===== config.mk =====
export PLATFORM = sky130hd
export DESIGN_NAME = hbc_core
export DESIGN_NICKNAME = d
export VERILOG_FILES = /design/src/core/hbc_pkg.sv /design/src/core/hbc_core.sv
export SDC_FILE = /design/constraint.sdc
export NUM_CORES = 1
export LEC_CHECK = 0
export BUFFER_PORTS_ARGS = -buffer_cell sky130_fd_sc_hd__buf_2
export CAP_MARGIN = 20
export CELL_PAD_IN_SITES_DETAIL_PLACEMENT = 1
export CELL_PAD_IN_SITES_GLOBAL_PLACEMENT = 1
export CORE_MARGIN = 2
export CORE_UTILIZATION = 45
export CTS_CLUSTER_DIAMETER = 120
export DETAILED_ROUTE_END_ITERATION = 7
export PLACE_DENSITY = 0.72
export SYNTH_ARGS = -nofsm -noshare
export SYNTH_HDL_FRONTEND = slang
export SYNTH_SLANG_ARGS = --single-unit

===== constraint.sdc =====
create_clock -name mclk_i -period 4.5 [get_ports mclk_i]
set_clock_uncertainty 0.15 [all_clocks]
set_input_delay 0 -clock mclk_i [delete_from_list [all_inputs] [get_ports mclk_i]]
set_output_delay 0 -clock mclk_i [all_outputs]
set_load 0.01 [all_outputs]

===== src/core/hbc_pkg.sv =====
/*
  Package for the H-bridge control and fault logic: the state carrier types, the timing
  counts derived from the 100 MHz clock, and the PWM and ramp constants.
  Assumes a single clock mclk_i at 100 MHz and that analog comparators arrive as plain levels.
*/
package hbc_pkg;

  localparam int unsigned CLK_HZ         = 100_000_000;  // Core clock rate
  localparam int unsigned PWM_FREQ_HZ    = 44_500;       // Regulation PWM rate
  localparam int unsigned PWM_PERIOD     = CLK_HZ / PWM_FREQ_HZ;  // Cycles per PWM period
  localparam int unsigned DUTY_W         = 12;           // Duty and period counter width
  localparam int unsigned RAMP_MS        = 12;           // Sleep to full duty ramp
  localparam int unsigned RAMP_CYC       = RAMP_MS * (CLK_HZ / 1000);
  localparam int unsigned RAMP_STEP_CYC  = RAMP_CYC / PWM_PERIOD;  // Cycles per duty step
  localparam int unsigned ILIM_NS        = 3000;         // Current-limit filter time
  localparam int unsigned ILIM_CYC       = (ILIM_NS * (CLK_HZ / 1_000_000) + 999) / 1000;
  localparam int unsigned ILIM_FLT_MS    = 275;          // Current-limit fault deglitch
  localparam int unsigned ILIM_FLT_CYC   = ILIM_FLT_MS * (CLK_HZ / 1000);
  localparam int unsigned OCP_NS         = 2000;         // Overcurrent deglitch
  localparam int unsigned OCP_CYC        = (OCP_NS * (CLK_HZ / 1_000_000) + 999) / 1000;
  localparam int unsigned WAKE_NS        = 1000;         // Sleep-exit fault pulse width
  localparam int unsigned WAKE_CYC       = (WAKE_NS * (CLK_HZ / 1_000_000) + 999) / 1000;
  localparam int unsigned CNT_W          = 25;           // Wide timer width

  // Bridge mode decoded from the direction pair
  typedef enum logic [1:0] {
    HBC_SLEEP   = 2'h0,
    HBC_REVERSE = 2'h1,
    HBC_BRAKE   = 2'h3,
    HBC_FORWARD = 2'h2
  } hbc_mode_t;

  // One bridge leg: high side on, low side on
  typedef struct packed {
    logic hs;
    logic ls;
  } hbc_leg_t;

  // Analog comparator levels coming in from the power stage
  typedef struct packed {
    logic avg_below;    // Averaged output / 4 below setpoint
    logic set_over_vcc; // Programmed voltage above supply
    logic sense_over;   // Sense node above limit voltage
    logic oc_hs_a;      // Overcurrent on each switch
    logic oc_ls_a;
    logic oc_hs_b;
    logic oc_ls_b;
    logic over_temp;    // Die temperature above threshold
  } hbc_sense_t;

  // Control state of the block; synchronisers, undervoltage sync and output registers sit outside it
  typedef struct packed {
    hbc_mode_t         mode;        // Debounced mode
    logic [DUTY_W-1:0] duty;        // Regulation duty
    logic [DUTY_W-1:0] phase;       // PWM period counter
    logic [CNT_W-1:0]  ramp_cnt;    // Ramp step timer
    logic              ramping;     // Soft start active
    logic [8:0]        ilim_cnt;    // Sense filter, wide enough for the 3 us count
    logic              ilim_act;    // Current limit active
    logic [CNT_W-1:0]  flt_cnt;     // Long fault deglitch
    logic              ilim_fault;  // Current-limit fault flag
    logic [7:0]        ocp_cnt;     // Overcurrent deglitch
    logic              ocp_latch;   // Latched shutdown
    logic [7:0]        wake_cnt;    // Wake pulse timer
  } hbc_state_t;

endpackage


===== src/core/hbc_core.sv =====
/*
  H-bridge control and protection core. Decodes the direction pair, runs soft start and
  voltage-regulation PWM, filters current limit and overcurrent, and drives the fault output.
  Assumes direction inputs and comparator levels are asynchronous and are synchronised here;
  undervoltage is a level that acts as a reset, and power cycling releases the overcurrent latch.
*/
`timescale 1ns/10ps
`default_nettype none

module hbc_core #(
  parameter int unsigned FLT_CYC = hbc_pkg::ILIM_FLT_CYC,  // Current-limit fault time
  parameter int unsigned RAMP_STEP = hbc_pkg::RAMP_STEP_CYC  // Cycles per duty step
) (
  input  wire logic               mclk_i,              // Core clock
  input  wire logic               rst_i,               // Async reset, power-on
  input  wire logic               dir_ctrl_a_i,        // Direction input a
  input  wire logic               dir_ctrl_b_i,        // Direction input b
  input  wire hbc_pkg::hbc_sense_t sense_i,            // Comparator levels
  input  wire logic               undervoltage_lockout_i, // Supply below threshold
  output var  hbc_pkg::hbc_leg_t  bridge_out_a_o,      // Leg a switches
  output var  hbc_pkg::hbc_leg_t  bridge_out_b_o,      // Leg b switches
  output logic                    fault_flag_low_o,    // Open-drain fault, low active
  output logic                    fault_flag_low_oe_o, // Drives the fault pin low when high
  output logic                    overcurrent_shutdown_o, // Latched overcurrent status
  output logic                    thermal_shutdown_o   // Thermal disable status
);

  localparam int unsigned SW     = 10;               // Synchronised bit count
  localparam int unsigned DUTY_W = hbc_pkg::DUTY_W;  // Duty and phase width
  localparam int unsigned CNT_W  = hbc_pkg::CNT_W;   // Wide timer width
  // Bit order of the synchronised word: pins a and b on top, then the sense struct,
  // so over_temp lands in bit 0 and the four switch comparators in bits 4 down to 1

  hbc_pkg::hbc_state_t st_reg;   // Registered state
  hbc_pkg::hbc_state_t st_next;  // Next state
  logic [SW-1:0] sy1_reg, sy2_reg, sy3_reg;  // Three-stage synchronisers
  logic [SW-1:0] raw;            // Raw asynchronous inputs
  logic [SW-1:0] stab_reg;       // Accepted input levels
  logic [SW-1:0] stab_next;
  logic          uv_reg;         // Undervoltage held through sync
  logic [1:0]    uv_sy_reg;
  hbc_pkg::hbc_mode_t mode_in;   // Mode decoded from inputs
  logic          oc_any;         // Any switch overcurrent
  logic          pwm_on;         // PWM on-phase
  logic          disabled;       // Bridge must be off

  assign raw = {dir_ctrl_a_i, dir_ctrl_b_i, sense_i};

  // Input synchronisers: a change counts once stages two and three agree
  always_ff @(posedge mclk_i or posedge rst_i) begin
    if (rst_i) begin
      sy1_reg  <= '0;
      sy2_reg  <= '0;
      sy3_reg  <= '0;
      stab_reg <= '0;
    end else begin
      sy1_reg  <= raw;
      sy2_reg  <= sy1_reg;
      sy3_reg  <= sy2_reg;
      stab_reg <= stab_next;
    end
  end

  // Per-bit acceptance keeps a half-settled edge from flickering through
  genvar gi;
  generate
    for (gi = 0; gi < SW; gi++) begin : g_acc
      assign stab_next[gi] = (sy2_reg[gi] == sy3_reg[gi]) ? sy3_reg[gi] : stab_reg[gi];
    end
  endgenerate

  // Undervoltage sync; acts as an internal reset of the state register except the latch; synchronisers keep running
  always_ff @(posedge mclk_i or posedge rst_i) begin
    if (rst_i) begin
      uv_sy_reg <= 2'h0;
      uv_reg    <= 1'b0;
    end else begin
      uv_sy_reg <= {uv_sy_reg[0], undervoltage_lockout_i};
      uv_reg    <= uv_sy_reg[1];
    end
  end

  assign mode_in = hbc_pkg::hbc_mode_t'({stab_reg[9], stab_reg[8]});
  assign oc_any  = stab_reg[4] | stab_reg[3] | stab_reg[2] | stab_reg[1];

  // Next-state logic for mode, ramp, regulation and protection
  always_comb begin
    st_next = st_reg;
    st_next.mode = mode_in;
    // PWM period counter
    if (st_reg.phase >= DUTY_W'(hbc_pkg::PWM_PERIOD - 1)) begin
      st_next.phase = '0;
    end else begin
      st_next.phase = st_reg.phase + DUTY_W'(1);
    end
    // Soft start on entry into a drive mode from brake or sleep
    if ((mode_in == hbc_pkg::HBC_FORWARD || mode_in == hbc_pkg::HBC_REVERSE) &&
        (st_reg.mode == hbc_pkg::HBC_SLEEP || st_reg.mode == hbc_pkg::HBC_BRAKE)) begin
      st_next.duty     = '0;
      st_next.ramping  = 1'b1;
      st_next.ramp_cnt = '0;
    end else if (st_reg.ilim_act && st_reg.duty != '0) begin
      st_next.duty = st_reg.duty - DUTY_W'(1);
    end else if (st_reg.ramp_cnt >= CNT_W'(RAMP_STEP - 1)) begin
      st_next.ramp_cnt = '0;
      // One step per ramp interval, so the ramp is slow and regulation settles
      if (stab_reg[6] || stab_reg[7]) begin
        if (st_reg.duty < DUTY_W'(hbc_pkg::PWM_PERIOD)) begin
          st_next.duty = st_reg.duty + DUTY_W'(1);
        end else begin
          st_next.ramping = 1'b0;
        end
      end else if (st_reg.duty != '0) begin
        st_next.duty    = st_reg.duty - DUTY_W'(1);
        st_next.ramping = 1'b0;
      end
    end else begin
      st_next.ramp_cnt = st_reg.ramp_cnt + CNT_W'(1);
    end
    // Current-limit filter: sense above limit for 3 us
    if (stab_reg[5]) begin
      if (st_reg.ilim_cnt >= 9'(hbc_pkg::ILIM_CYC)) begin
        st_next.ilim_act = 1'b1;
      end else begin
        st_next.ilim_cnt = st_reg.ilim_cnt + 9'h001;
      end
    end else begin
      st_next.ilim_cnt = '0;
      st_next.ilim_act = 1'b0;
    end
    // Long deglitch: fault registers after 275 ms of limiting
    if (st_reg.ilim_act) begin
      if (st_reg.flt_cnt >= CNT_W'(FLT_CYC - 1)) begin
        st_next.ilim_fault = 1'b1;
      end else begin
        st_next.flt_cnt = st_reg.flt_cnt + CNT_W'(1);
      end
    end else begin
      st_next.flt_cnt    = '0;
      st_next.ilim_fault = 1'b0;
    end
    if (mode_in == hbc_pkg::HBC_SLEEP) begin
      st_next.ilim_fault = 1'b0;
      st_next.flt_cnt    = '0;
    end
    // Overcurrent deglitch then permanent latch
    if (oc_any && !st_reg.ocp_latch) begin
      if (st_reg.ocp_cnt >= 8'(hbc_pkg::OCP_CYC - 1)) begin
        st_next.ocp_latch = 1'b1;
      end else begin
        st_next.ocp_cnt = st_reg.ocp_cnt + 8'h01;
      end
    end else begin
      st_next.ocp_cnt = '0;
    end
    // Wake pulse on sleep exit
    if (st_reg.mode == hbc_pkg::HBC_SLEEP && mode_in != hbc_pkg::HBC_SLEEP) begin
      st_next.wake_cnt = 8'(hbc_pkg::WAKE_CYC);
    end else if (st_reg.wake_cnt != '0) begin
      st_next.wake_cnt = st_reg.wake_cnt - 8'h01;
    end
    // Undervoltage resets internal logic; latch survives since only power cycle clears it
    if (uv_reg) begin
      st_next           = '0;
      st_next.ocp_latch = st_reg.ocp_latch;
    end
  end

  // State register
  always_ff @(posedge mclk_i or posedge rst_i) begin
    if (rst_i) begin
      st_reg <= '0;
    end else begin
      st_reg <= st_next;
    end
  end

  assign pwm_on   = st_reg.phase < st_reg.duty;
  assign disabled = st_reg.ocp_latch | stab_reg[0] | uv_reg;

  // Bridge drive; outputs are registered to avoid decode glitches on the gates
  always_ff @(posedge mclk_i or posedge rst_i) begin
    if (rst_i) begin
      bridge_out_a_o <= '0;
      bridge_out_b_o <= '0;
    end else if (disabled || st_reg.mode == hbc_pkg::HBC_SLEEP) begin
      bridge_out_a_o <= '0;
      bridge_out_b_o <= '0;
    end else if (st_reg.mode == hbc_pkg::HBC_BRAKE) begin
      bridge_out_a_o <= '{hs: 1'b1, ls: 1'b0};
      bridge_out_b_o <= '{hs: 1'b1, ls: 1'b0};
    end else if (!pwm_on) begin
      bridge_out_a_o <= '{hs: 1'b1, ls: 1'b0};
      bridge_out_b_o <= '{hs: 1'b1, ls: 1'b0};
    end else if (st_reg.mode == hbc_pkg::HBC_FORWARD) begin
      bridge_out_a_o <= '{hs: 1'b1, ls: 1'b0};
      bridge_out_b_o <= '{hs: 1'b0, ls: 1'b1};
    end else begin
      bridge_out_a_o <= '{hs: 1'b0, ls: 1'b1};
      bridge_out_b_o <= '{hs: 1'b1, ls: 1'b0};
    end
  end

  // Fault pin: open drain, pulled low for any active cause
  always_ff @(posedge mclk_i or posedge rst_i) begin
    if (rst_i) begin
      fault_flag_low_oe_o <= 1'b0;
    end else begin
      fault_flag_low_oe_o <= st_reg.ilim_fault | st_reg.ocp_latch | stab_reg[0] |
                             uv_reg | (st_reg.wake_cnt != '0);
    end
  end

  assign fault_flag_low_o       = 1'b0;
  assign overcurrent_shutdown_o = st_reg.ocp_latch;
  assign thermal_shutdown_o     = stab_reg[0];
endmodule

`default_nettype wire


== After elaboration in Yosys (flattened, before gate mapping) ==
Index checks and enable logic that the tools add are counted.
Operators by class
  reductions and logical operators: 19
  bitwise gates (word level): 10
  mux-type cells: 36
  equal/unequal tests: 21
  order comparisons: 7
  $add $sub $neg: 8
Operator list (number)
  105-bit two-way mux: 1
  26-bit two-way mux: 4
  12-bit two-way mux: 7
  25-bit by 1-bit adder with 25-bit output, second input constant: 2
  25-bit two-way mux: 2
  8-bit two-way mux: 4
  25-bit by 10-bit >= comparator with 1-bit output, second input constant: 1
  25-bit >= comparator, second input constant: 1
  12-bit by 1-bit adder with 12-bit output, second input constant: 2
  2-bit two-way mux: 8
  12-bit >= comparator, second input constant: 1
  12-bit < comparator: 1
  12-bit < comparator, second input constant: 1
  12-bit nonzero test: 1
  12-bit by 1-bit subtractor with 12-bit output, second input constant: 1
  1-bit == test: 10
  10-bit two-way mux: 1
  9-bit by 1-bit adder with 9-bit output, second input constant: 1
  9-bit >= comparator, second input constant: 1
  9-bit two-way mux: 1
  3-bit != test, second input constant: 3
  1-bit OR: 9
  8-bit by 1-bit adder with 8-bit output, second input constant: 1
  8-bit >= comparator, second input constant: 1
  19 further kinds: 36
Storage, ports and cells
  output and inout port bits: 8
  register bits: 152

== Logic depth before layout (Yosys ltp) ==
Gate-level depths: netlist (run 1).
  depth after elaboration: 7
  gate-level depth with buffers: 10
  mapped depth without buffers: 8

== Worst setup path after synthesis (run 1) ==
Ideal clock, no wire load.
  path type: register to register
  start point: register st_reg[91] (netlist name)
  end point: register st_reg[93] (netlist name)
  buffers on the path: 2
  path slack: 1.651 ns
  arrival: 2.572 ns
  stages on the path, launching flop included: 11
  cells stage by stage: dfrtp_1 -> inv_1 -> ha_1 -> or4b_4 -> o31a_1 -> or4_1 -> or2_1 -> buf_6 -> nand3_1 -> buf_4 -> o22ai_1
On the way
  cells in the longest elaborated chain, start to end: 7
Ends and longest elaborated chain
  from (decl): RTL line hbc_core.sv:34  | hbc_pkg::hbc_state_t st_reg;
  from (signal assigned): RTL line hbc_core.sv:174  | st_reg <= st_next;
  12-bit by 1-bit subtractor with 12-bit output / 12-bit by 1-bit adder with 12-bit output (equally long branches): RTL line hbc_core.sv:103, hbc_core.sv:114, hbc_core.sv:109
  12-bit two-way mux (on tied branches): RTL line hbc_core.sv:113, hbc_core.sv:108
  12-bit two-way mux: RTL line hbc_core.sv:107  | if (stab_reg[6] || stab_reg[7]) begin
  12-bit two-way mux: RTL line hbc_core.sv:104  | end else if (st_reg.ramp_cnt >= CNT_W'(RAMP_STEP - 1)) begin
  12-bit two-way mux: RTL line hbc_core.sv:102  | end else if (st_reg.ilim_act && st_reg.duty != '0) begin
  12-bit two-way mux: RTL line hbc_core.sv:97  | if ((mode_in == hbc_pkg::HBC_FORWARD || mode_in == hbc_pkg::HBC_REVERSE) &&
  105-bit two-way mux: RTL line hbc_core.sv:163  | if (uv_reg) begin
Parallel ways exist; a longest one is shown, timed or not. The select of a mux whose other input is x is not followed.
A chain may end at the register's enable or synchronous reset.

== Worst setup path in the final report (run 1) ==
  start point: register st_reg[92] (netlist name)
  end point: register st_reg[93] (netlist name)
Same word-level chain as after synthesis.

==> results of run 1 <==
## layout make-up
class | instances | area [sq um]
Clock buffer | 17 | 425
Timing Repair Buffer | 38 | 290
Tap cell | 211 | 264
Clock inverter | 15 | 168
Sequential cell | 152 | 3800
Inverter | 32 | 125
Multi-Input combinational cell | 479 | 3030
Fill cell | 1658 | 7150
## cells in the mapped netlist (all sizes together), types with 2 or more instances
master	n
nand2b	8
buf	8
dfrtp	152
and4b	2
mux2i	5
clkbuf	12
a2bb2oi	2
a211oi	4
nor3b	6
or3	14
inv	32
o41ai	3
o31ai	10
ha	26
or4	5
o21ai	29
nor4	10
a31oi	10
a21oi	37
o21a	7
and2	5
nor3	26
o22ai	7
or2	8
and4	4
nor2b	4
nand2	42
maj3	10
o31a	4
a21boi	4
a21o	12
nor2	69
and3	31
xnor2	18
xor2	14
a22oi	2
nand3	16
a311oi	2
nand4	11
or3b	2
## placed cells by master, fill, tap and decap left out, types with 4 or more instances in the layout
cell             n
nand3_1         16
nand4_1         11
mux2i_1          5
dfrtp_1        152
xnor2_1         18
inv_6            5
buf_4            5
and4_1           4
nor2b_1          4
nand2_1         42
and3_1          31
nor3_1          26
xor2_1          14
nor2_1          69
or2_2            7
a211oi_1         4
o31ai_1         10
nor3b_1          4
a21oi_1         37
maj3_1          10
a21boi_0         4
inv_1           31
or3_1           14
nand2b_1         8
clkinvlp_4       4
clkbuf_16       17
dlygate4sd3_1   13
nor4_1          10
a21o_1          12
o21ai_0         26
o31a_1           4
and2_1           5
o22ai_1          7
a31oi_1         10
buf_2           19
ha_1            26
or4_1            5
o21a_1           7
## power by group
group | internal [mW] | switching [mW] | leakage, nW
combinational | 0.238 | 0.331 | 1.34
clock | 0.828 | 0.594 | 0.279
sequential | 1.45 | 0.0849 | 2.00
total | 2.51 | 1.01 | 3.62
## layer usage
metal	vias to the layer above	global-route usage [%]	routed length, um
met2	58	34.0	7800
met4	0	6.71	185
li1	2502	-	-
met3	16	4.29	442
met5	-	0	0
met1	2634	26.9	7270
## cell families (layout without fill, tap and decap cells)
kind of cell | count (synthesis) | in the layout | share of synthesized area, %
simple gates | 265 | 265 | 19.6
flops | 152 | 152 | 53.9
compound gates | 140 | 140 | 12.5
buf+inv | 52 | 102 | 3.21
fa+ha+maj | 36 | 36 | 6.03
xor+xnor | 32 | 32 | 3.97
mux | 5 | 5 | 0.709
other cells | 1 | 1 | 0.0531
## per-stage QoR
step                      hold WS (ns)  worst slack (ns)  instances  util [%]
after floorplan                 -0.119             0.257        683         -
after global placement         -0.0417             0.937        898      48.2
after detailed placement       -0.0402             0.807        898      48.2
after CTS                       0.0485             0.788        942      52.9
after global routing            0.0520             0.580        944      53.1
final                           0.0678             0.790        944      53.1
## worst min path at each step
stage,slack (ns),cells after the start,to,from
final,0.07,2,sy1_reg[1],sense_i[1]
after CTS,0.05,2,sy1_reg[8],dir_ctrl_b_i
after detailed placement,-0.04,1,sy1_reg[1],sense_i[1]
after floorplan,-0.12,0,sy1_reg[0],sense_i[0]
after global routing,0.05,2,sy1_reg[6],sense_i[6]
after global placement,-0.04,1,sy1_reg[1],sense_i[1]
## what timing repair did
item | CTS | global route
gates resized for setup | 0 | 0
hold buffers | 12 | 1
hold endpoints to repair | 122 | 21
setup buffers | 0 | 0
==> metrics, run 1 <==
status=complete, no violations; number of CTS-inserted buffers=17; post-route cell area=8110 sq um; crit-path max FO=21; Power, Total=3.52 mW; Clock Sinks=152; Pre-antenna DRT Iters=4; Synth Instances=683; Seq/Total Area, Yosys=53.9%; Initial Util=46.3%; Initial DRC Count=200; core area=15300 sq um; WP depth=8; CP max-delay cell=or4_1; Post-synth ARST share=100%; Netlist cell types=56; crit path kind=reg2reg; Ys Warns=0; crit end category=flip-flop; gr usage total=20.5%; CTS tree=done; Setup TNS=0 ns; vias in the first global route=5595; final-report hold violation count=0; CP Launch Type=flip-flop; io pins=21; cell taking the most area after synthesis=dfrtp_1; LEAKAGE=3.62 nW; Final Wtd Congestion=0.864; total wire length=15.7 mm; DP HPWL=10.5 mm; antenna violations before repair=0; Seq cells post-synth=152; crit path cell chain=inv_1 -> ha_1 -> or4b_4 -> o31a_1 -> or4_1 -> or2_1 -> nand3_1 -> o22ai_1; number of flip-flops in the largest register=103; critical path startpoint=st_reg[92]; GRT overflow=0; ratio of cells with drive above 1 in the final layout=9.69%; slew of the pin with the lowest slew margin=0.916 ns; die width=129 um; WP data arrival=3.83 ns; EDFF count, synth=0; Area Growth Syn to Fin=14.8%; CTS H-tree lvls=4; Peak Freq=0.270 GHz; Placed Area=7350 sq um; Setup Viol. Count Final=0; antenna cell count=0; fin crit period=3.71 ns; worst-skew pair later-pin latency=0.42 ns; Vias=5210; Post-Syn Area per Cell=10.3 sq um; first-pass GRT wire length=27.2 mm; worst r2r src=st_reg[92]; r2r endpoint=st_reg[93]; cell depth of the worst flop-to-flop path=8; largest net degree at the start of global routing=113; Die Ht=129 um; Mapped Area=7060 sq um; vias per cell=5.52; reg-to-reg slack, setup=0.79 ns; Slew HR=39.0%; clock-pin slew on the worst setup and hold paths=0.06 ns; Hold Path Class=in2reg; Yosys top cell area share=53.9%; CP Data Required Time=4.62 ns; root buf cell=clkbuf_16; # nets final=759; die area=16700 sq um; largest cells by area after synthesis=dfrtp_1 (54%), ha_1 (4.6%), nor2_1 (3.7%), and3_1 (2.7%), a21oi_1 (2.6%); max_cap viols=0; Routed Antenna Nets=0; Rows=45; Bufs and invs on worst path=1; Mapped Nets=722; crit path capture=st_reg[93]; WL per Instance=16.6 um; worst vdd ir=0.000324 V; Final period util=82.4%; port bufs=19; slowest cell delay on critical path=0.61 ns; Final Slew Violations=0; family with the most delay on the worst path=simple AND/OR/NAND/NOR gates; DRC viols=0; clk buf depth=2; PD cells=435 nW/um^2; Main synth FF type=dfrtp_1; RSZ-0062 raised after global routing=false
(Power assumes the default switching activity.)
==> inputs of run 2 (changes only) <==
- clock period: 4.5 -> 3.05 ns (I/O delays scaled with it)
==> metrics, run 2 (same netlist as run 1, synthesis figures left out) <==
Routed Antenna Nets=0 (unchanged); crit-path max FO=16 (-24%); Setup Viol. Count Final=0 (unchanged); most frequent cells in the layout=dfrtp_1 (152), nor2_1 (69), nand2_1 (42), a21oi_1 (37); core area=15300 sq um (unchanged); GRT met1 Usage=26.2% (-0.72 points); number of CTS-inserted buffers=17 (unchanged); critical path startpoint=st_reg[92]; CP max-delay cell=or4_1; antenna cell count=0 (unchanged); die width=129 um (unchanged); Pre-antenna DRT Iters=4 (unchanged); Slew HR=39.1% (+0.12 points); vias in the first global route=5801 (+3.7%); ratio of cells with drive above 1 in the final layout=12.0% (+2.3 points); Setup TNS=0 ns (unchanged); slowest cell delay on critical path=0.53 ns (-0.08 ns); CP Data Required Time=3.27 ns (-1.35 ns); number of flip-flops in the largest register=103 (unchanged); final-report hold violation count=0 (unchanged); Initial DRC Count=221 (+11%); io pins=21 (unchanged); Die Ht=129 um (unchanged); Comb power frac=17.0% (+0.9 points); clock-pin slew on the worst setup and hold paths=0.06 ns (about the same); # nets final=776 (+2.2%); antenna violations before repair=0 (unchanged); Initial Util=46.3% (unchanged); WL per Instance=17.3 um (+3.9%); Clock Sinks=152 (unchanged); port bufs=19 (unchanged); slew of the pin with the lowest slew margin=0.914 ns (-0.00176 ns); DRC viols=0 (unchanged); Area Growth Syn to Fin=17.9%; post-route cell area=8320 sq um (+2.7%); met2 Track Usage GR=38.3% (+4.3 points); clk buf depth=2 (unchanged); max_cap viols=0 (unchanged); Rows=45 (unchanged); GRT overflow=0 (unchanged); crit path cell chain=inv_1 -> ha_2 -> or4b_4 -> o31a_1 -> or4_1 -> or2_1 -> buf_6 -> o21ai_0 -> a21o_1; Final Wtd Congestion=0.840 (-2.8%); largest net degree at the start of global routing=45 (-60%); vias per cell=5.57 (+0.89%); gr usage total=21.8% (+1.3 points); worst-skew pair later-pin latency=0.43 ns (about the same); status=complete, no violations; switching share of power=27.6% (-1.0 points); RSZ-0062 raised after global routing=false; CTS H-tree lvls=4 (unchanged); worst vdd ir=0.000423 V (+31%); Internal=3.99 mW (+59%); total wire length=16.6 mm (+5.8%); first-pass GRT wire length=28.4 mm (+4.4%); crit end category=flip-flop; worst r2r src=st_reg[92]; CP Launch Type=flip-flop; crit path kind=reg2reg; die area=16700 sq um (unchanged); PD cells=663 nW/um^2 (+52%); P_sw=1.52 mW (+51%); Placed Area=7510 sq um (+2.1%); Hold Path Class=in2reg; fin crit period=2.91 ns (-0.796 ns); Final Slew Violations=0 (unchanged); LEAKAGE=3.73 nW (+3.3%); Peak Freq=0.343 GHz (+27%); busiest grt layer=met2; root buf cell=clkbuf_16; clock network fraction of total power=42.3% (+2.0 points); DP HPWL=11.1 mm (+5.6%); sequential share of power=40.6% (-2.9 points); Final period util=95.5% (+13 points); Hold Path Origin=sense_i[4]; met3 usage=5.57% (+1.3 points); commonest non-fill, non-tap cell in the layout=dfrtp_1; WP data arrival=3.14 ns (-0.69 ns); CTS tree=done; Vias=5351 (+2.7%)
## run 2: cell types whose count changed in the layout (fill, tap and decap cells not counted), moves of 2 or more
cell,before,now
bufinv_16,2,5
o21ai_0,26,23
nor3b_2,2,4
o21ai_1,3,6
inv_6,5,3
buf_12,0,3
buf_4,5,19
nor3b_1,4,2
## run 2: metrics by stage
step	cells	power [mW]	util, %	setup slack (ns)	hold WS (ns)
floorplan	683	2.91	-	0.201	-0.119
global placement	915	3.12	49.2	0.191	-0.0408
detailed placement	915	3.18	49.2	0.0954	-0.0399
CTS	959	5.56	54.2	0.0651	0.0372
global route	961	5.79	54.5	0.0111	0.0555
finish	961	5.52	54.5	0.137	0.0682
## run 2: power groups by stage
stage | Combinational [mW] | Clock, mW | Sequential (mW)
floorplan | 0.651 | 0 | 2.26
global placement | 0.851 | 0 | 2.27
detailed placement | 0.901 | 0 | 2.28
CTS | 0.932 | 2.39 | 2.24
global route | 1.05 | 2.48 | 2.26
finish | 0.939 | 2.34 | 2.24
## run 2: area by class of cell
cell class                 instances  area [sq um]
sequential                       152          3800
clock inverter                    14           221
tap                              211           264
inverter                          32           124
timing repair buffer              55           439
multi-input combinational        479          3040
fill                            1647          6940
clock buffer                      18           429
## run 2: final timing paths
path                                     end  slack [ns]  cells after the start
hold / removal                    sy1_reg[4]        0.07                      2
setup reg to reg                  st_reg[61]        0.14                      9
min in group asynchronous         sy1_reg[9]        0.44                      4
setup / recovery                  st_reg[61]        0.14                      9
max in group asynchronous  bridge_out_b_o[0]        1.56                      6
hold reg to reg                 uv_sy_reg[1]        0.20                      0
## run 2: routing by layer
| layer | up-vias | routed length (um) | share of wire (%) |
|---|---|---|---|
| met3 | 29 | 459 | 2.8 |
| met4 | 0 | 223 | 1.3 |
| met5 | - | 0 | 0 |
| met2 | 61 | 8530 | 51 |
| met1 | 2725 | 7390 | 45 |
| li1 | 2536 | - | - |
## run 2: repair_timing
| action | CTS | global route |
|---|---|---|
| resized for setup | 0 | 7 |
| setup buffers | 0 | 0 |
| hold buffers | 12 | 1 |
| hold endpoints to repair | 51 | 4 |
| endpoints found under the setup margin | 0 | 5 |
## run 2: critical path, delay by kind of cell, from the launching register on
| kind | cells | cell delay, ns |
|---|---|---|
| simple gates | 3 | 1.28 |
| flops | 1 | 0.38 |
| compound gates | 3 | 0.58 |
| fa+ha+maj | 1 | 0.20 |
| buf+inv | 2 | 0.26 |
